===== config.mk =====
export PLATFORM = sky130hd
export DESIGN_NAME = dclh_port
export DESIGN_NICKNAME = d
export VERILOG_FILES = /design/src/verilog/dclh_pkg.sv /design/src/verilog/dclh_port.sv /design/src/verilog/dclh_rx_front.sv
export SDC_FILE = /design/constraint.sdc
export NUM_CORES = 1
export LEC_CHECK = 0
export ABC_AREA = 1
export BUFFER_PORTS_ARGS = -buffer_cell sky130_fd_sc_hd__buf_2
export CAP_MARGIN = 10
export CORE_MARGIN = 2
export CORE_UTILIZATION = 35
export DETAILED_ROUTE_END_ITERATION = 10
export GPL_TIMING_DRIVEN = 0
export PLACE_DENSITY = 0.51
export SYNTH_ARGS = -nofsm -noshare
export SYNTH_HDL_FRONTEND = slang
export SYNTH_SLANG_ARGS = --single-unit

===== constraint.sdc =====
create_clock -name sys_clk -period 8.15 [get_ports sys_clk]
set_input_delay 1.2225 -clock sys_clk [delete_from_list [all_inputs] [get_ports sys_clk]]
set_output_delay 1.2225 -clock sys_clk [all_outputs]
set_load 0.005 [all_outputs]

===== src/verilog/dclh_pkg.sv =====
// Constants, carrier types and the frame check function of the ring link port.
// Assumes a single 25 MHz system clock and a synchronous active-high reset.
//
// Summary of operation
// - Each port uses one clock line and up to two data lines, the second lane doubling the rate.
// - The transmitter changes data for both edges of its forwarded clock; the receiver samples on both.
// - Transmitter and receiver are set up and run independently so both directions work at once.
// - Frames have a programmable data length and carry a hardware generated and checked CRC.
// - The receiver has a probe watchdog and a frame watchdog that flag a broken line.
// - Each receive line has its own adjustable delay to cancel lane-to-lane skew.
// - The receiver takes frames from the previous device and the transmitter feeds the next.
// - During the handshake frames are probe frames and a received probe raises the first interrupt.
// - One device leads the handshake and every other device follows with the same setup.
// - Leader pass one sends flush and a path probe, then retries until a path probe returns.
// - A follower in pass one waits until a valid path probe arrives, then moves to pass two.
// - Leader pass two sends an acknowledge probe and finishes when one returns, else retries.
// - A follower in pass two sends flush and a path probe and forwards an acknowledge on receipt.
// - The handshake is started once both ports are set up and data waits until it completes.
// - After the handshake a follower treats the path as good and accepts data frames.
// - In a star the leader moves on only after probes from every follower have arrived.
// ****************************************************************
// Package
// ****************************************************************
package dclh_pkg;

  localparam int          CLK_NS        = 40;
  localparam int          LINK_HALF_NS  = 160;
  localparam int          TX_HALF_CYC   = LINK_HALF_NS / CLK_NS;
  localparam logic [1:0]  PH_LAUNCH     = 2'(TX_HALF_CYC / 4);
  localparam logic [1:0]  PH_LAST       = 2'(TX_HALF_CYC - 1);
  localparam logic [4:0]  FLUSH_EDGES   = 5'h10;
  localparam int          WD_PING_US    = 1000;
  localparam int          WD_FRAME_US   = 100;
  localparam int          WD_PING_CYC   = (WD_PING_US * 1000) / CLK_NS;
  localparam int          WD_FRAME_CYC  = (WD_FRAME_US * 1000) / CLK_NS;
  localparam logic [3:0]  FT_PING       = 4'h1;
  localparam logic [3:0]  FT_DATA       = 4'h2;
  localparam logic [3:0]  TAG_PATH      = 4'h0;
  localparam logic [3:0]  TAG_ACK       = 4'h1;
  localparam logic [7:0]  CRC_INIT      = 8'hFF;
  localparam logic [7:0]  CRC_POLY      = 8'h07;
  localparam logic [6:0]  FRAME_FIXED   = 7'h12;
  localparam int          SR_W          = 82;

  typedef struct packed {
    logic clk;
    logic d0;
    logic d1;
  } dclh_lines_t;

  typedef struct packed {
    logic [1:0] clk;
    logic [1:0] d0;
    logic [1:0] d1;
  } dclh_skew_t;

  typedef struct packed {
    logic [3:0]  ftype;
    logic [3:0]  tag;
    logic [1:0]  words;
    logic [63:0] data;
  } dclh_frame_t;

  // Bits on the wire: start, type, tag, payload, crc, pad
  // Zero extend the word count first so four words do not wrap to none
  function automatic logic [6:0] dclh_frame_bits(input logic [1:0] words);
    return FRAME_FIXED + 7'h10 + {1'b0, words, 4'h0};
  endfunction : dclh_frame_bits

  // Left aligns the used payload words under type and tag
  function automatic logic [71:0] dclh_body(input dclh_frame_t f);
    logic [63:0] p;
    p = f.data << {~f.words, 4'h0};
    return {f.ftype, f.tag, p};
  endfunction : dclh_body

  function automatic logic [7:0] dclh_crc8(input logic [71:0] body, input logic [1:0] words);
    logic [7:0] c;
    logic       fb;
    logic [6:0] nb;
    c  = CRC_INIT;
    nb = 7'h18 + {1'b0, words, 4'h0};
    for (int i = 0; i < 72; i++) begin
      if (i < int'(nb)) begin
        fb = c[7] ^ body[71-i];
        c  = {c[6:0], 1'b0};
        if (fb) begin
          c = c ^ CRC_POLY;
        end
      end
    end
    return c;
  endfunction : dclh_crc8

endpackage : dclh_pkg


===== src/verilog/dclh_port.sv =====
// Ring link port: transmitter, receiver, watchdogs and the two-pass probe handshake.
// Assumes the neighbour drives its own clock alongside its data and idles the lines low.
module dclh_port
  import dclh_pkg::*;
#(
  parameter int WD_PING_LIMIT  = WD_PING_CYC,
  parameter int WD_FRAME_LIMIT = WD_FRAME_CYC
) (
  input  wire logic        sys_clk,
  input  wire logic        rst,
  input  wire logic        is_leader,
  input  wire logic        hs_start,
  input  wire logic [15:0] retry_cycles,
  input  wire logic [3:0]  probe_need,
  input  wire logic        ping_irq_en,
  input  wire logic        wd_ping_en,
  input  wire logic        wd_frame_en,
  input  wire logic        tx_two_lanes,
  input  wire logic [1:0]  tx_words,
  input  wire logic        tx_valid,
  output logic             tx_ready,
  input  wire logic [3:0]  tx_tag,
  input  wire logic [63:0] tx_data,
  output dclh_lines_t      serial_transmitter,
  input  wire logic        rx_two_lanes,
  input  wire logic [1:0]  rx_words,
  input  wire dclh_skew_t  rx_skew,
  input  wire dclh_lines_t serial_receiver,
  output logic             rx_valid,
  output dclh_frame_t      rx_frame,
  output logic             crc_err,
  output logic             first_interrupt_line,
  output logic             ping_wd_expired,
  output logic             frame_wd_expired,
  output logic             path_ok
);

  typedef enum logic [2:0] {
    HS_IDLE, HS_SEND0, HS_WAIT0, HS_SEND1, HS_WAIT1, HS_ACK, HS_DONE
  } dclh_hs_t;

  dclh_hs_t         hs_q;
  logic             tx_busy_q;
  logic             tx_lanes_q;
  logic [1:0]       ph_q;
  logic [4:0]       flush_q;
  logic [6:0]       tx_left_q;
  logic [SR_W-1:0]  tx_sr_q;
  dclh_lines_t      rx_l;
  logic             rx_clk_prev_q;
  logic             rx_busy_q;
  logic             rx_done_q;
  logic [6:0]       rx_cnt_q;
  logic [SR_W-1:0]  rx_sr_q;
  logic [15:0]      tmr_q;
  logic [3:0]       probes_q;
  logic [31:0]      wd_ping_q;
  logic [31:0]      wd_frame_q;

  // ****************************************************************
  // Transmitter
  // ****************************************************************
  logic        hs_req;
  logic        tx_load;
  dclh_frame_t tx_f;
  logic        tx_flush;
  logic [72:0] tx_tail;

  always_comb begin
    hs_req   = (hs_q == HS_SEND0 || hs_q == HS_SEND1 || hs_q == HS_ACK) && !tx_busy_q;
    tx_ready = (hs_q == HS_DONE) && !tx_busy_q;
    tx_load  = hs_req || (tx_valid && tx_ready);
    tx_f     = '0;
    tx_f.ftype = hs_req ? FT_PING : FT_DATA;
    tx_f.words = hs_req ? 2'h0 : tx_words;
    tx_f.data  = hs_req ? '0 : tx_data;
    if (!hs_req) begin
      tx_f.tag = tx_tag;
    end else if (hs_q == HS_ACK || (hs_q == HS_SEND1 && is_leader)) begin
      tx_f.tag = TAG_ACK;
    end else begin
      tx_f.tag = TAG_PATH;
    end
    tx_flush = hs_req && (hs_q == (is_leader ? HS_SEND0 : HS_SEND1));
    tx_tail  = {tx_f.data, dclh_crc8(dclh_body(tx_f), tx_f.words), 1'b0} << {~tx_f.words, 4'h0};
  end

  always_ff @(posedge sys_clk) begin
    if (rst) begin
      tx_busy_q  <= 1'b0;
      tx_lanes_q <= 1'b0;
      ph_q       <= '0;
      flush_q    <= '0;
      tx_left_q  <= '0;
      tx_sr_q    <= '0;
    end else if (tx_load) begin
      tx_busy_q  <= 1'b1;
      tx_lanes_q <= tx_two_lanes;
      ph_q       <= '0;
      flush_q    <= tx_flush ? FLUSH_EDGES : 5'h00;
      tx_left_q  <= dclh_frame_bits(tx_f.words);
      tx_sr_q    <= {1'b1, tx_f.ftype, tx_f.tag, tx_tail};
    end else if (tx_busy_q) begin
      ph_q <= ph_q + 2'h1;
      if (ph_q == PH_LAUNCH && flush_q != 5'h00) begin
        flush_q <= flush_q - 5'h01;
      end else if (ph_q == PH_LAUNCH) begin
        tx_sr_q   <= tx_lanes_q ? {tx_sr_q[SR_W-3:0], 2'b00} : {tx_sr_q[SR_W-2:0], 1'b0};
        tx_left_q <= tx_left_q - (tx_lanes_q ? 7'h02 : 7'h01);
      end
      if (ph_q == PH_LAST && flush_q == 5'h00 && tx_left_q == 7'h00) begin
        tx_busy_q <= 1'b0;
      end
    end
  end

  // Data moves mid half-period so either clock edge finds it settled
  always_ff @(posedge sys_clk) begin
    if (rst) begin
      serial_transmitter <= '0;
    end else if (tx_busy_q && ph_q == PH_LAUNCH) begin
      serial_transmitter.d0 <= (flush_q == 5'h00) && tx_sr_q[SR_W-1];
      serial_transmitter.d1 <= (flush_q == 5'h00) && tx_lanes_q && tx_sr_q[SR_W-2];
    end else if (tx_busy_q && ph_q == PH_LAST) begin
      serial_transmitter.clk <= ~serial_transmitter.clk;
    end
  end

  // ****************************************************************
  // Receiver
  // ****************************************************************
  dclh_rx_front u_front (
    .sys_clk (sys_clk),
    .rst     (rst),
    .pins    (serial_receiver),
    .skew    (rx_skew),
    .lines   (rx_l)
  );

  logic        rx_edge;
  logic [6:0]  rx_cnt_d;
  dclh_frame_t rx_f;
  logic        rx_crc_ok;
  logic        rx_ok;
  logic        got_path;
  logic        got_ack;

  always_comb begin
    rx_edge   = rx_l.clk ^ rx_clk_prev_q;
    rx_cnt_d  = (rx_busy_q ? rx_cnt_q : 7'h00) + (rx_two_lanes ? 7'h02 : 7'h01);
    rx_f.words = rx_words;
    rx_f.ftype = rx_sr_q[7'h1D + {1'b0, rx_words, 4'h0} +: 4];
    rx_f.tag   = rx_sr_q[7'h19 + {1'b0, rx_words, 4'h0} +: 4];
    rx_f.data  = rx_sr_q[72:9] & ({64{1'b1}} >> {~rx_words, 4'h0});
    rx_crc_ok = dclh_crc8(dclh_body(rx_f), rx_words) == rx_sr_q[8:1];
    rx_ok     = rx_done_q && rx_crc_ok;
    got_path  = rx_ok && rx_f.ftype == FT_PING && rx_f.tag == TAG_PATH;
    got_ack   = rx_ok && rx_f.ftype == FT_PING && rx_f.tag == TAG_ACK;
  end

  always_ff @(posedge sys_clk) begin
    if (rst) begin
      rx_clk_prev_q <= 1'b0;
      rx_busy_q     <= 1'b0;
      rx_done_q     <= 1'b0;
      rx_cnt_q      <= '0;
      rx_sr_q       <= '0;
    end else begin
      rx_clk_prev_q <= rx_l.clk;
      rx_done_q     <= 1'b0;
      if (rx_edge && (rx_busy_q || rx_l.d0)) begin
        rx_cnt_q <= rx_cnt_d;
        rx_busy_q <= rx_cnt_d < dclh_frame_bits(rx_words);
        rx_done_q <= rx_cnt_d >= dclh_frame_bits(rx_words);
        if (rx_two_lanes) begin
          rx_sr_q <= {rx_busy_q ? rx_sr_q[SR_W-3:0] : 80'h0, rx_l.d0, rx_l.d1};
        end else begin
          rx_sr_q <= {rx_busy_q ? rx_sr_q[SR_W-2:0] : 81'h0, rx_l.d0};
        end
      end
    end
  end

  always_ff @(posedge sys_clk) begin
    if (rst) begin
      rx_valid             <= 1'b0;
      rx_frame             <= '0;
      crc_err              <= 1'b0;
      first_interrupt_line <= 1'b0;
    end else begin
      rx_valid             <= rx_ok && rx_f.ftype == FT_DATA && hs_q == HS_DONE;
      crc_err              <= rx_done_q && !rx_crc_ok;
      first_interrupt_line <= ping_irq_en && rx_ok && rx_f.ftype == FT_PING;
      if (rx_ok) begin
        rx_frame <= rx_f;
      end
    end
  end

  // ****************************************************************
  // Watchdogs
  // ****************************************************************
  always_ff @(posedge sys_clk) begin
    if (rst || !wd_ping_en || got_path || got_ack) begin
      wd_ping_q <= '0;
    end else if (wd_ping_q != 32'(WD_PING_LIMIT)) begin
      wd_ping_q <= wd_ping_q + 32'h1;
    end
  end

  always_ff @(posedge sys_clk) begin
    if (rst || !wd_frame_en || rx_done_q) begin
      wd_frame_q <= '0;
    end else if (wd_frame_q != 32'(WD_FRAME_LIMIT)) begin
      wd_frame_q <= wd_frame_q + 32'h1;
    end
  end

  always_comb begin
    ping_wd_expired  = wd_ping_q == 32'(WD_PING_LIMIT);
    frame_wd_expired = wd_frame_q == 32'(WD_FRAME_LIMIT);
  end

  // ****************************************************************
  // Handshake
  // ****************************************************************
  logic timeout;
  logic path_hit;

  always_comb begin
    timeout  = tmr_q == retry_cycles && (hs_q == HS_WAIT1 || (is_leader && hs_q == HS_WAIT0));
    path_hit = got_path && (!is_leader || probes_q + 4'h1 >= probe_need);
    path_ok  = hs_q == HS_DONE;
  end

  // Probe count lets a star leader hear every follower before moving on
  always_ff @(posedge sys_clk) begin
    if (rst || hs_q != HS_WAIT0) begin
      probes_q <= '0;
    end else if (got_path) begin
      probes_q <= probes_q + 4'h1;
    end
  end

  always_ff @(posedge sys_clk) begin
    if (rst || (hs_q != HS_WAIT0 && hs_q != HS_WAIT1) || timeout) begin
      tmr_q <= '0;
    end else begin
      tmr_q <= tmr_q + 16'h1;
    end
  end

  always_ff @(posedge sys_clk) begin
    if (rst) begin
      hs_q <= HS_IDLE;
    end else begin
      case (hs_q)
        HS_IDLE:  if (hs_start) hs_q <= is_leader ? HS_SEND0 : HS_WAIT0;
        HS_SEND0: if (hs_req) hs_q <= HS_WAIT0;
        HS_WAIT0: begin
          if (path_hit) begin
            hs_q <= HS_SEND1;
          end else if (timeout) begin
            hs_q <= HS_SEND0;
          end
        end
        HS_SEND1: if (hs_req) hs_q <= HS_WAIT1;
        HS_WAIT1: begin
          if (got_ack) begin
            hs_q <= is_leader ? HS_DONE : HS_ACK;
          end else if (timeout) begin
            hs_q <= HS_SEND1;
          end
        end
        HS_ACK:   if (hs_req) hs_q <= HS_DONE;
        HS_DONE:  hs_q <= HS_DONE;
        default:  hs_q <= HS_IDLE;
      endcase
    end
  end
endmodule : dclh_port


===== src/verilog/dclh_rx_front.sv =====
// Receive pin front end: two-stage synchronisers and per-line skew delay.
// Assumes the three receive lines are asynchronous to sys_clk.
module dclh_rx_front
  import dclh_pkg::*;
(
  input  wire logic        sys_clk,
  input  wire logic        rst,
  input  wire dclh_lines_t pins,
  input  wire dclh_skew_t  skew,
  output dclh_lines_t      lines
);

  // ****************************************************************
  // Synchronisers
  // ****************************************************************
  dclh_lines_t meta_q;
  dclh_lines_t sync_q;
  logic [2:0]  tap_q [0:2];

  always_ff @(posedge sys_clk) begin
    if (rst) begin
      meta_q <= '0;
      sync_q <= '0;
    end else begin
      meta_q <= pins;
      sync_q <= meta_q;
    end
  end

  // ****************************************************************
  // Skew delay, whole system clocks per step
  // ****************************************************************
  always_ff @(posedge sys_clk) begin
    if (rst) begin
      tap_q[0] <= '0;
      tap_q[1] <= '0;
      tap_q[2] <= '0;
    end else begin
      tap_q[0] <= {tap_q[0][1:0], sync_q.clk};
      tap_q[1] <= {tap_q[1][1:0], sync_q.d0};
      tap_q[2] <= {tap_q[2][1:0], sync_q.d1};
    end
  end

  function automatic logic pick(input logic now, input logic [2:0] taps, input logic [1:0] sel);
    return (sel == 2'h0) ? now : taps[sel - 2'h1];
  endfunction : pick

  always_ff @(posedge sys_clk) begin
    if (rst) begin
      lines <= '0;
    end else begin
      lines.clk <= pick(sync_q.clk, tap_q[0], skew.clk);
      lines.d0  <= pick(sync_q.d0, tap_q[1], skew.d0);
      lines.d1  <= pick(sync_q.d1, tap_q[2], skew.d1);
    end
  end

endmodule : dclh_rx_front


# After elaboration in Yosys (flattened, before gate mapping)
# Memories as Yosys holds them, arrays and structs flattened.
# Cells that the tools add are included.
[word_totals]
register_bits = 366
latchBits = 0
ram_bits = 9
rom_bits = 0
in_bits = 111
output_inout_bits = 84
elab_cells = 936
memories = 1
[op_classes]
add_sub_neg = 17
multipliers = 0
div = 0
n_lt_le_gt_ge = 150
n_eq_ne = 27
n_shift = 6
muxes = 342
n_bitwise = 294
reduce_logical = 64
[memory_table]
columns = ["memory", "words", "width", "rd", "rd_ports_with_merged_regs", "write_ports", "line_no", "text"]
rows = [
  ["u_front.tap_q", 3, 3, 3, 0, 3, "dclh_rx_front.sv:18", "logic [2:0] tap_q [0:2];"],
]
[op_table]
columns = ["op", "count"]
rows = [
  ["8-bit two-way mux", 140],
  ["82-bit two-way mux", 6],
  ["3-bit two-way mux", 157],
  ["6-bit by 7-bit < comparator with 1-bit output (first input constant)", 64],
  ["3-bit NOT", 142],
  ["5-bit by 7-bit < comparator with 1-bit output (first input constant)", 32],
  ["82-bit by 8-bit variable part select with 4-bit output", 2],
  ["1-bit XOR", 139],
  ["64-bit by 6-bit << shifter with 64-bit output", 2],
  ["4-bit by 7-bit < comparator with 1-bit output (first input constant)", 16],
  ["7-bit < comparator (first input constant)", 16],
  ["81-bit two-way mux", 1],
  ["80-bit two-way mux", 1],
  ["73-bit by 6-bit << shifter with 73-bit output", 1],
  ["32-bit by 1-bit adder with 32-bit output (second input constant)", 2],
  ["64-bit bitwise AND", 1],
  ["64-bit two-way mux", 1],
  ["64-bit by 6-bit right shift with 64-bit output (first input constant)", 1],
  ["3-bit by 7-bit < comparator with 1-bit output (first input constant)", 8],
  ["7-bit two-way mux", 5],
  ["32-bit by 12-bit equality test with 1-bit output (second input constant)", 1],
  ["32-bit by 15-bit equality test with 1-bit output (second input constant)", 1],
  ["32-bit by 12-bit inequality test with 1-bit output (second input constant)", 1],
  ["32-bit by 15-bit inequality test with 1-bit output (second input constant)", 1],
  ["53 further kinds", 159],
]

# Logic depth before layout (Yosys ltp)
# Gate-level depths: netlist (run 1).
[logic_depth]
ltp_word = 224
mapped_depth = 92
mapped_depth_nobuf = 90

# By module
# Synthesis (run 1) repeated with hierarchy kept, for this count alone.
[unflattened]
cells_unflattened = 4753
hier_area_um2 = 28661.2
[by_module_without_submodules]
columns = ["mod", "n_inst", "cells_per_inst", "area_each_um2", "seq_area_each_um2"]
rows = [
  ["dclh_port", 1, 4666, 27993.1, 7106.8],
  ["dclh_rx_front", 1, 87, 668.1, 360.3],
]

# Least setup slack after synthesis (run 1)
# Ideal clock, no wire load.
[synth_path]
path_kind = "input port to flip-flop"
startpoint = "input port rx_words[1]"
endpoint = "register wd_ping_q[12]"
setup_ps = 145
arrival_ps = 7902
required_ps = 8005
path_slack_ps = 103
path_stages = 81
path_buffers = 4
cell_sequence = "clkbuf_8 inv_2 buf_6 nand3_1 nand2_1 nor2_4 ha_1 inv_1 nand3_1 nand2_1 nand2_1 nand3_1 nand2_1 nand2_1 nand2_2 nand2_1 nand2_1 nand2_1 (+45 left out) nand2_2 nand2_1 nand2_1 nand2_1 nand2_2 nand3_2 nand2_1 nand2_1 nand3_1 nor2_1 nand3_1 nor2_4 nand3_2 nor2_1 inv_2 o211ai_4 buf_6 nor3_2"
[synth_between]
elab_chain_cells = 133
[synth_rtl]
columns = ["item", "line_no", "text"]
rows = [
  ["start, declared", "dclh_port.sv:26", "input wire logic [1:0] rx_words,"],
  ["5-bit by 6-bit adder with 7-bit output", "dclh_port.sv:152", "rx_f.ftype = rx_sr_q[7'h1D + {1'b0, rx_words, 4'h0} +: 4];"],
  ["82-bit by 8-bit variable part select with 4-bit output", "dclh_port.sv:152", ""],
  ["3-bit two-way mux / 1-bit XOR (equally long branches)", "dclh_pkg.sv:87, dclh_pkg.sv:85", ""],
  ["3-bit two-way mux (on tied branches)", "dclh_pkg.sv:84, dclh_pkg.sv:87", ""],
  ["3-bit NOT (no source line) / 4-bit two-way mux (equally long branches)", "-", ""],
  ["3-bit two-way mux, or another cell as far along", "dclh_pkg.sv:87", "if (fb) begin"],
  ["4-bit two-way mux, or another cell as far along", "dclh_pkg.sv:84", "if (i < int'(nb)) begin"],
  ["8-bit two-way mux, or another cell as far along (5 in series)", "dclh_pkg.sv:84", ""],
  ["(+113 left out)", "-", ""],
  ["3-bit two-way mux / 8-bit two-way mux (equally long branches)", "dclh_pkg.sv:87, dclh_pkg.sv:84", ""],
  ["8-bit two-way mux", "dclh_pkg.sv:84", ""],
  ["8-bit equality test", "dclh_port.sv:155", "rx_crc_ok = dclh_crc8(dclh_body(rx_f), rx_words) == rx_sr_q[8:1];"],
  ["1-bit logical AND", "dclh_port.sv:156", "rx_ok = rx_done_q && rx_crc_ok;"],
  ["1-bit logical AND", "dclh_port.sv:157, dclh_port.sv:158", ""],
  ["1-bit logical AND", "dclh_port.sv:157", "got_path = rx_ok && rx_f.ftype == FT_PING && rx_f.tag == TAG_PATH;"],
  ["1-bit logical OR", "dclh_port.sv:204", "if (rst || !wd_ping_en || got_path || got_ack) begin"],
  ["1-bit logical OR (*)", "dclh_port.sv:204", ""],
  ["end signal, assigned", "dclh_port.sv:207", "wd_ping_q <= wd_ping_q + 32'h1;"],
  ["end, declared", "dclh_port.sv:57", "logic [31:0] wd_ping_q;"],
]
# Mark *: on every way between the ends. The rest lies on a longest branch, timed or not.
# A chain may end at the register's enable or synchronous reset.

# Worst setup path in the final report (run 1)
[layout_path]
startpoint = "input port rx_words[0]"
endpoint = "register rx_frame[60] in the netlist's numbering"
[layout_between]
elab_chain_cells = 129
[layout_rtl]
columns = ["item", "line_no", "text"]
rows = [
  ["5-bit by 6-bit adder with 7-bit output", "dclh_port.sv:152", ""],
  ["82-bit by 8-bit variable part select with 4-bit output", "dclh_port.sv:152", ""],
  ["3-bit two-way mux / 1-bit XOR (equally long branches)", "dclh_pkg.sv:87, dclh_pkg.sv:85", ""],
  ["3-bit two-way mux (on tied branches)", "dclh_pkg.sv:84, dclh_pkg.sv:87", ""],
  ["3-bit NOT (no source line) / 4-bit two-way mux (equally long branches)", "-", ""],
  ["3-bit two-way mux, or another cell as far along", "dclh_pkg.sv:87", ""],
  ["4-bit two-way mux, or another cell as far along", "dclh_pkg.sv:84", ""],
  ["8-bit two-way mux, or another cell as far along (5 in series)", "dclh_pkg.sv:84", ""],
  ["(+104 left out)", "-", ""],
  ["3-bit NOT (no source line), or another cell as far along", "-", ""],
  ["3-bit two-way mux, or another cell as far along", "dclh_pkg.sv:87", ""],
  ["8-bit two-way mux, or another cell as far along (6 in series)", "dclh_pkg.sv:84", ""],
  ["1-bit XOR, or another cell as far along", "dclh_pkg.sv:85", "fb = c[7] ^ body[71-i];"],
  ["3-bit two-way mux / 8-bit two-way mux (equally long branches)", "dclh_pkg.sv:87, dclh_pkg.sv:84", ""],
  ["8-bit two-way mux", "dclh_pkg.sv:84", ""],
  ["8-bit equality test", "dclh_port.sv:155", ""],
  ["1-bit logical AND", "dclh_port.sv:156", ""],
  ["end signal, assigned", "dclh_port.sv:195", "rx_frame <= rx_f;"],
  ["end, declared", "dclh_port.sv:30", "output dclh_frame_t rx_frame,"],
]
# Several ways; a longest one is shown, not always the timed one.

==> results of run 1 <==
final cells by class:
| cell class | instances | area share |
|---|---|---|
| diodes | 2 | 0.000124 |
| plain buffers | 238 | 0.0435 |
| clock buffers | 66 | 0.0328 |
| clock inverters | 17 | 0.00864 |
| inverters | 533 | 0.0523 |
| multi-input cells | 3498 | 0.564 |
| flip-flops and latches | 373 | 0.185 |
| well taps | 1070 | 0.0331 |
| repair buffers | 429 | 0.0808 |
cell usage after synthesis (39+ instances only):
library cell	count
inv_2	39
dfxtp_1	373
a31oi_1	52
nor3_1	47
nand2_2	108
clkbuf_1	124
nand2_1	1343
xor2_1	63
o211ai_1	48
o21ai_0	306
o21ai_1	55
nand4_1	57
a21oi_1	159
nor2_1	296
nand3_1	520
xnor2_1	39
inv_1	485
stage by stage:
step	area, sq um	cells	util	worst slack (ns)	setup TNS [ns]
finish	40400	6226	0.493	-0.637	-61.71
detailed placement	31200	5905	0.381	-2.09	-227.59
CTS	35900	6080	0.438	-0.225	-15.95
global route	40400	6224	0.493	-1.03	-109.84
floorplan	28900	4642	-	0.103	0
global placement	31200	5905	0.381	-1.99	-218.54
state kept, by name, indices dropped and copies added, names as in the netlist, 5 cells and up:
signal	cells
tx_left_q	7
rx_sr_q	81
tmr_q	16
wd_ping_q	32
wd_frame_q	32
u_front.tap_q	9
rx_frame	74
tx_sr_q	81
rx_cnt_q	7
flush_q	5
worst max path at each step:
stage,startpoint,to,cells after the start
final,rx_words[0],rx_frame[60],73
after global routing,rx_words[0],rx_frame[60],80
after CTS,rx_words[1],rx_frame[65],78
after detailed placement,rx_words[1],rx_frame[43],82
after global placement,rx_words[1],rx_frame[43],82
after floorplan,rx_words[1],wd_ping_q[12],81
placed cells by master, fill, tap and decap left out, types with 25 or more instances in the layout:
cell       instances
nand2_4          131
xor2_1            37
ha_1              25
nand2_2          386
nor2_1           277
buf_6             43
a21oi_1          141
buf_4            194
inv_2             56
buf_2            210
o21ai_2           60
o211ai_1          48
o21ai_1           30
xor2_2            27
nand3_1          310
o21ai_0          261
buf_12            32
nand4_1           57
inv_1            457
clkbuf_1         125
o31ai_1           31
clkbuf_8          30
nand3_2          180
nand2_1          935
dfxtp_1          370
nor3_1            44
a31oi_1           52
nand3_4           58
clkbuf_16         52
worst register-to-register path: cells and delay by family (launching register included):
family | cells | cell delay (ns)
simple gates | 61 | 5.65
buf+inv | 10 | 1.33
compound gates | 4 | 0.53
fa+ha+maj | 1 | 0.22
flops | 1 | 0.43
xor+xnor | 1 | 0.18
what timing repair did:
action                                  4_1_cts  5_1_grt
cloned                                       15        3
pin swaps                                   137      321
hold buffers                                  0        0
gates resized for setup                     532      809
hold endpoints to repair                      0        0
endpoints found under the setup margin      131      138
buffers inserted                             77      147
cell families after synthesis:
kind of cell / share of synthesized area
AND/OR/NAND/NOR: 0.390
multiplexers: 0.000692
flip-flops: 0.258
AO/OA/AOI/OAI: 0.171
XOR/XNOR: 0.0452
buffers and inverters: 0.121
adder cells (fa/ha/maj): 0.0135
layer usage:
| metal | wire, um | global-route usage | vias up |
|---|---|---|---|
| li1 | - | - | 16281 |
| met1 | 57000 | 0.388 | 16268 |
| met2 | 55600 | 0.434 | 1214 |
| met3 | 9080 | 0.0470 | 219 |
| met4 | 4780 | 0.0963 | 0 |
| met5 | 0 | 0 | - |
==> parameters.txt, run 1 <==
Parameter                              Value

Critical path
  Setup slack, reg-to-reg    -0.30 ns
  CP Max Fanout    10
  Required time worst endpoint    8.63 ns
  CP dominant cell by count    nand2_2
  Class of the most critical setup path    input pin to register
  Critical R2R Launch    rx_sr_q[62]
  Buffering stage count on the worst path with inverters included    12
  Nature of the critical path startpoint    input pin
  R2R depth    77
  Cell type of the slowest stage on the worst timing path    o21ai_1
  Family of cells with the greatest summed delay on the critical path    simple AND/OR/NAND/NOR gates
  Capturing point of the worst reg2reg path    rx_frame[60]
  Arrival time reported for the critical path endpoint    9.27 ns
  Endpoint kind of the worst setup timing path    register
  Slowest stage delay, CP    0.60 ns

Place
  Routability congestion estimate from global placement    0.994
  Post-DP HPWL    94000 um
  Number of port buffers    193

Final layout
  Multi-input logic area    22800 sq um
  Register area    7470 sq um
  Share of layout cells above drive strength 1    0.339
  NumNets Final    5261
  Layout Area Growth over Synthesis    39.8%
  Number of filler instances in the final layout    8303

Synth
  Share of flip-flops with an asynchronous set or reset after synthesis    0
  Synthesized net count    4783
  Synth Flop Type    dfxtp_1
  Avg Synthesized Cell Area    6.23 sq um
  Count of different cell masters after synthesis    80
  Share of Yosys cell area claimed by the top area cell type    0.258
  Cell types with the largest area share after synthesis    dfxtp_1 (26%), nand2_1 (17%), nand3_1 (9.0%), inv_1 (6.3%), o21ai_0 (5.3%)
  Number of synthesized flops with an enable pin    0
  Number of warnings reported in the yosys synthesis log    0
  Mapped cell area    28900 sq um
  Number of standard cells after synthesis    4642
  Number of flip-flops and latches in the synthesized netlist    373
  Sequential cell area fraction in the yosys report    0.258
  Cell accounting for the most synthesized area    dfxtp_1

Routing
  Number of remaining DRC errors    0
  Via-per-instance ratio    5.46
  Via count    34.0k
  Wire length reported by the detailed router    127000 um
  Detailed Routing Iterations Pass 1    6
  Average wire length per cell after detail routing    20.3 um
  Detailed Route Iter0 Violations    2775
  Antenna viol nets, final    0

Clocking
  Clock tree sinks    373
  H-Tree Level Count    2
  Root buffer cell    clkbuf_16
  Total clock buffers created by CTS    47
  Worst-case clock buffer depth    3
  Clock Latency Late Sink    0.62 ns
  Clock input transition at the sequential cells of the worst setup and hold paths    0.06 ns
  CTS tree    yes

Min path
  Class of the tightest hold or removal check    register to register
  Hold Path Stages    2
  Hold EP    u_front.sync_q[0]
  Worst Hold Launch    u_front.meta_q[0]

Timing
  Final count of pins violating max slew    0
  Normalized max-slew margin    0.191
  Setup Viol. Count Final    116
  RSZ-0062 raised after global routing    yes
  Minimum clock period    8.79 ns
  Hold Slack    0.398 ns
  Worst Tran Pin Value    1.21 ns
  Share of the clock period used by the worst path    1.08
  Final Hold Viols    0
  Maximum operating frequency    114 MHz
  Worst setup slack after layout    -0.637 ns
  Clock Skews    0.0328 ns

Die
  Core Area    82000 sq um
  Height of the die    291 um
  Initial standard-cell utilization of the core    0.353
  Cell Rows    105
  I/O pin count    195
  Total Die Area    84900 sq um
  Die Span X    291 um

Global routing
  Largest net degree at the start of global routing    15
  Total grt overflow    0
  Global-route wire length before repair    185000 um
  Via count of the first global-routing pass    30.7k
  GRT Util Overall    0.279
  Initial antenna violation count    1

Outcome
  Outcome    complete, but fails checks
  Violated checks    negative setup slack

Run
  Total of max-cap violations    0
Power of run 1 is not shown: default switching activity piles up to over one toggle a cycle in this logic, so the estimate is an artifact.
==> run 2: changes to the inputs <==
SYNTH_HIERARCHICAL = 1   (was default)
==> parameters.txt, run 2 <==
Parameter                              Value

Outcome
  Outcome    complete, but fails checks
  Violated checks    negative setup slack

Min path
  Hold Path Stages    2 (unchanged)
  Worst Hold Launch    u_front/meta_q[2]
  Hold EP    u_front/sync_q[2]
  Class of the tightest hold or removal check    register to register

Critical path
  CP dominant cell by count    nand2_2
  CP Max Fanout    7 (-3)
  Required time worst endpoint    8.65 ns (+0.02 ns)
  R2R depth    75 (-2.6%)
  Cell type of the slowest stage on the worst timing path    nand2_1
  Arrival time reported for the critical path endpoint    8.93 ns (-0.34 ns)
  Setup slack, reg-to-reg    0.17 ns (+0.47 ns)
  Capturing point of the worst reg2reg path    wd_ping_q[17]
  Endpoint kind of the worst setup timing path    register
  Critical R2R Launch    rx_sr_q[62]
  Slowest stage delay, CP    0.30 ns (-0.30 ns)
  Nature of the critical path startpoint    input pin
  Class of the most critical setup path    input pin to register

Final layout
  Multi-input logic area    20900 sq um (-8.4%)
  Share of layout cells above drive strength 1    0.251 (-0.0873)
  Registers with the most flip-flops    rx_sr_q: 81 flops, tx_sr_q: 81 flops, rx_frame: 74 flops
  Layout Area Growth over Synthesis    28.2%
  Final instance count without filler cells    6202 (-0.39%)
  Number of filler instances in the final layout    8542 (+2.9%)
  Leading cell types in the layout, fill and taps excluded    nand2_1 (1157), nand3_1 (457), inv_1 (449)
  N_diodes    0 (-2)
  Register area    7470 sq um (about the same)
  NumNets Final    5245 (-0.30%)
  Most common library cell in the layout ignoring fill and taps    nand2_1

Routing
  Wire length reported by the detailed router    118000 um (-6.4%)
  Via count    33.1k (-2.7%)
  Via-per-instance ratio    5.33 (-2.4%)
  Number of remaining DRC errors    0 (unchanged)
  Detailed Routing Iterations Pass 1    6 (unchanged)
  Antenna viol nets, final    0 (unchanged)
  Detailed Route Iter0 Violations    2641 (-4.8%)
  Average wire length per cell after detail routing    19.1 um (-6.0%)

Synth
  Number of flip-flops and latches in the synthesized netlist    373 (unchanged)
  Cell types with the largest area share after synthesis    dfxtp_1 (26%), nand2_1 (19%), nand3_1 (10%), inv_1 (6.1%), o21ai_0 (5.8%)
  Mapped cell area    28700 sq um (-0.88%)
  Number of standard cells after synthesis    4753 (+2.4%)
  Synthesized net count    4894 (+2.3%)
  Share of flip-flops with an asynchronous set or reset after synthesis    0 (unchanged)
  Sequential cell area fraction in the yosys report    0.261 (+0.00229)
  Avg Synthesized Cell Area    6.03 sq um (-3.2%)
  Number of warnings reported in the yosys synthesis log    6 (+6)
  Ranking of synthesized cells by instance count    nand2_1 (1446), nand3_1 (594), inv_1 (467)
  Cell accounting for the most synthesized area    dfxtp_1
  Count of different cell masters after synthesis    66 (-18%)
  Share of Yosys cell area claimed by the top area cell type    0.261 (+0.00229)
  Cell with the most instances after synthesis    nand2_1
  Number of synthesized flops with an enable pin    0 (unchanged)
  Synth Flop Type    dfxtp_1

Clocking
  H-Tree Level Count    2 (unchanged)
  Root buffer cell    clkbuf_16
  CTS tree    yes
  Clock Latency Late Sink    0.61 ns (about the same)
  Clock input transition at the sequential cells of the worst setup and hold paths    0.06 ns (about the same)
  Worst-case clock buffer depth    3 (unchanged)
  Clock tree sinks    373 (unchanged)
  Total clock buffers created by CTS    46 (-2.1%)
  # hold bufs at CTS    0 (unchanged)

Global routing
  GRT Util Overall    0.266 (-0.0133)
  Via count of the first global-routing pass    30.4k (-0.89%)
  Global-route wire length before repair    177000 um (-4.2%)
  Largest net degree at the start of global routing    14 (-1)
  Total grt overflow    0 (unchanged)
  Initial antenna violation count    1 (unchanged)

Place
  Routability congestion estimate from global placement    1.02 (+2.3%)
  Number of port buffers    194 (+0.52%)
  Post-DP HPWL    92100 um (-2.0%)
  Cell total after placement    6007 (+1.7%)

Die
  I/O pin count    195 (unchanged)
  Core Area    80800 sq um (-1.4%)
  Total Die Area    84200 sq um (-0.87%)
  Cell Rows    104 (-0.95%)
  Die Span X    290 um (-0.44%)
  Height of the die    290 um (-0.44%)
  Initial standard-cell utilization of the core    0.355 (+0.00197)

Timing
  RSZ-0062 raised after global routing    yes
  Normalized max-slew margin    0.184 (-0.00668)
  Worst setup slack after layout    -0.286 ns (+0.352 ns)
  Setup Viol. Count Final    106 (-8.6%)
  Minimum clock period    8.44 ns (-0.352 ns)
  Final count of pins violating max slew    0 (unchanged)
  Maximum operating frequency    119 MHz (+4.2%)
  Worst Tran Pin Value    1.22 ns (+0.0138 ns)
  Clock Skews    0.0473 ns (+0.0145 ns)
  Final Hold Viols    0 (unchanged)
  Share of the clock period used by the worst path    1.04 (-0.0432)
  Hold Slack    0.402 ns (+0.00440 ns)

Run
  Total of max-cap violations    0 (unchanged)
-- run 2: cell count changes after synthesis, sizes merged, moves of 15 or more --
cell | before | now
a311oi | 1 | 26
o211ai | 49 | 24
a31oi | 52 | 25
nand2 | 1459 | 1577
o22ai | 31 | 12
o41ai | 16 | 1
nor2 | 317 | 336
a21oi | 162 | 193
nand3 | 548 | 635
clkbuf | 148 | 130
xor2 | 81 | 55
a32o | 18 | 1
-- run 2: logic make-up (layout without fill, tap and decap cells) --
| kind of cell | count (synthesis) | in the layout | synth area share |
|---|---|---|---|
| simple gates | 2734 | 2735 | 0.427 |
| buf+inv | 754 | 1142 | 0.113 |
| flops | 373 | 373 | 0.261 |
| xor+xnor | 89 | 89 | 0.0296 |
| fa+ha+maj | 30 | 30 | 0.0136 |
| mux | 1 | 1 | 0.000349 |
| compound gates | 772 | 772 | 0.155 |
-- run 2: final cells by class --
| type | count | share of cell area |
|---|---|---|
| plain buffers | 227 | 0.0399 |
| clock buffers | 60 | 0.0349 |
| clock inverters | 26 | 0.00937 |
| inverters | 526 | 0.0554 |
| multi-input cells | 3627 | 0.568 |
| flip-flops and latches | 373 | 0.203 |
| well taps | 1060 | 0.0361 |
| repair buffers | 303 | 0.0525 |
-- run 2: critical path, delay by kind of cell --
kind                   cells  cell delay, ns
AOI/OAI and AO/OA          1            0.23
buffers and inverters     12            1.46
and+or+nand+nor           62            5.98
-- run 2: timing repair --
item,4_1_cts,5_1_grt
setup endpoints to repair,123,126
gates cloned,1,3
pin swaps,91,189
gates resized for setup,256,575
setup buffers,51,55
-- run 2: worst max path at each step --
| stage | startpoint | to | slack [ns] | cells past startpoint |
|---|---|---|---|---|
| 2_1_floorplan | rx_words[1] | hs_q[1] | 0.46 | 74 |
| 3_3_place_gp | rx_words[1] | wd_ping_q[23] | -1.63 | 74 |
| 3_5_place_dp | rx_words[1] | wd_ping_q[23] | -1.74 | 76 |
| 4_1_cts | rx_words[0] | hs_q[2] | -0.04 | 81 |
| 5_1_grt | rx_words[1] | probes_q[2] | -0.82 | 80 |
| 6_report | rx_words[0] | wd_ping_q[17] | -0.29 | 75 |
-- run 2: metal layers --
layer | part of all wire | global-route usage
met1 | 0.43 | 0.344
met2 | 0.46 | 0.438
met3 | 0.051 | 0.0296
met4 | 0.055 | 0.130
met5 | 0 | 0
-- run 2: through the flow --
stage,utilization,area (sq um),setup TNS [ns],worst slack (ns)
after floorplan,-,28700,0,0.456
after global placement,0.383,31000,-177.57,-1.63
after detailed placement,0.383,31000,-189.74,-1.74
after CTS,0.420,33900,-0.117,-0.0416
after global routing,0.455,36700,-74.36,-0.819
final,0.455,36700,-14.03,-0.286
Power of run 2 is left out for the same reason.
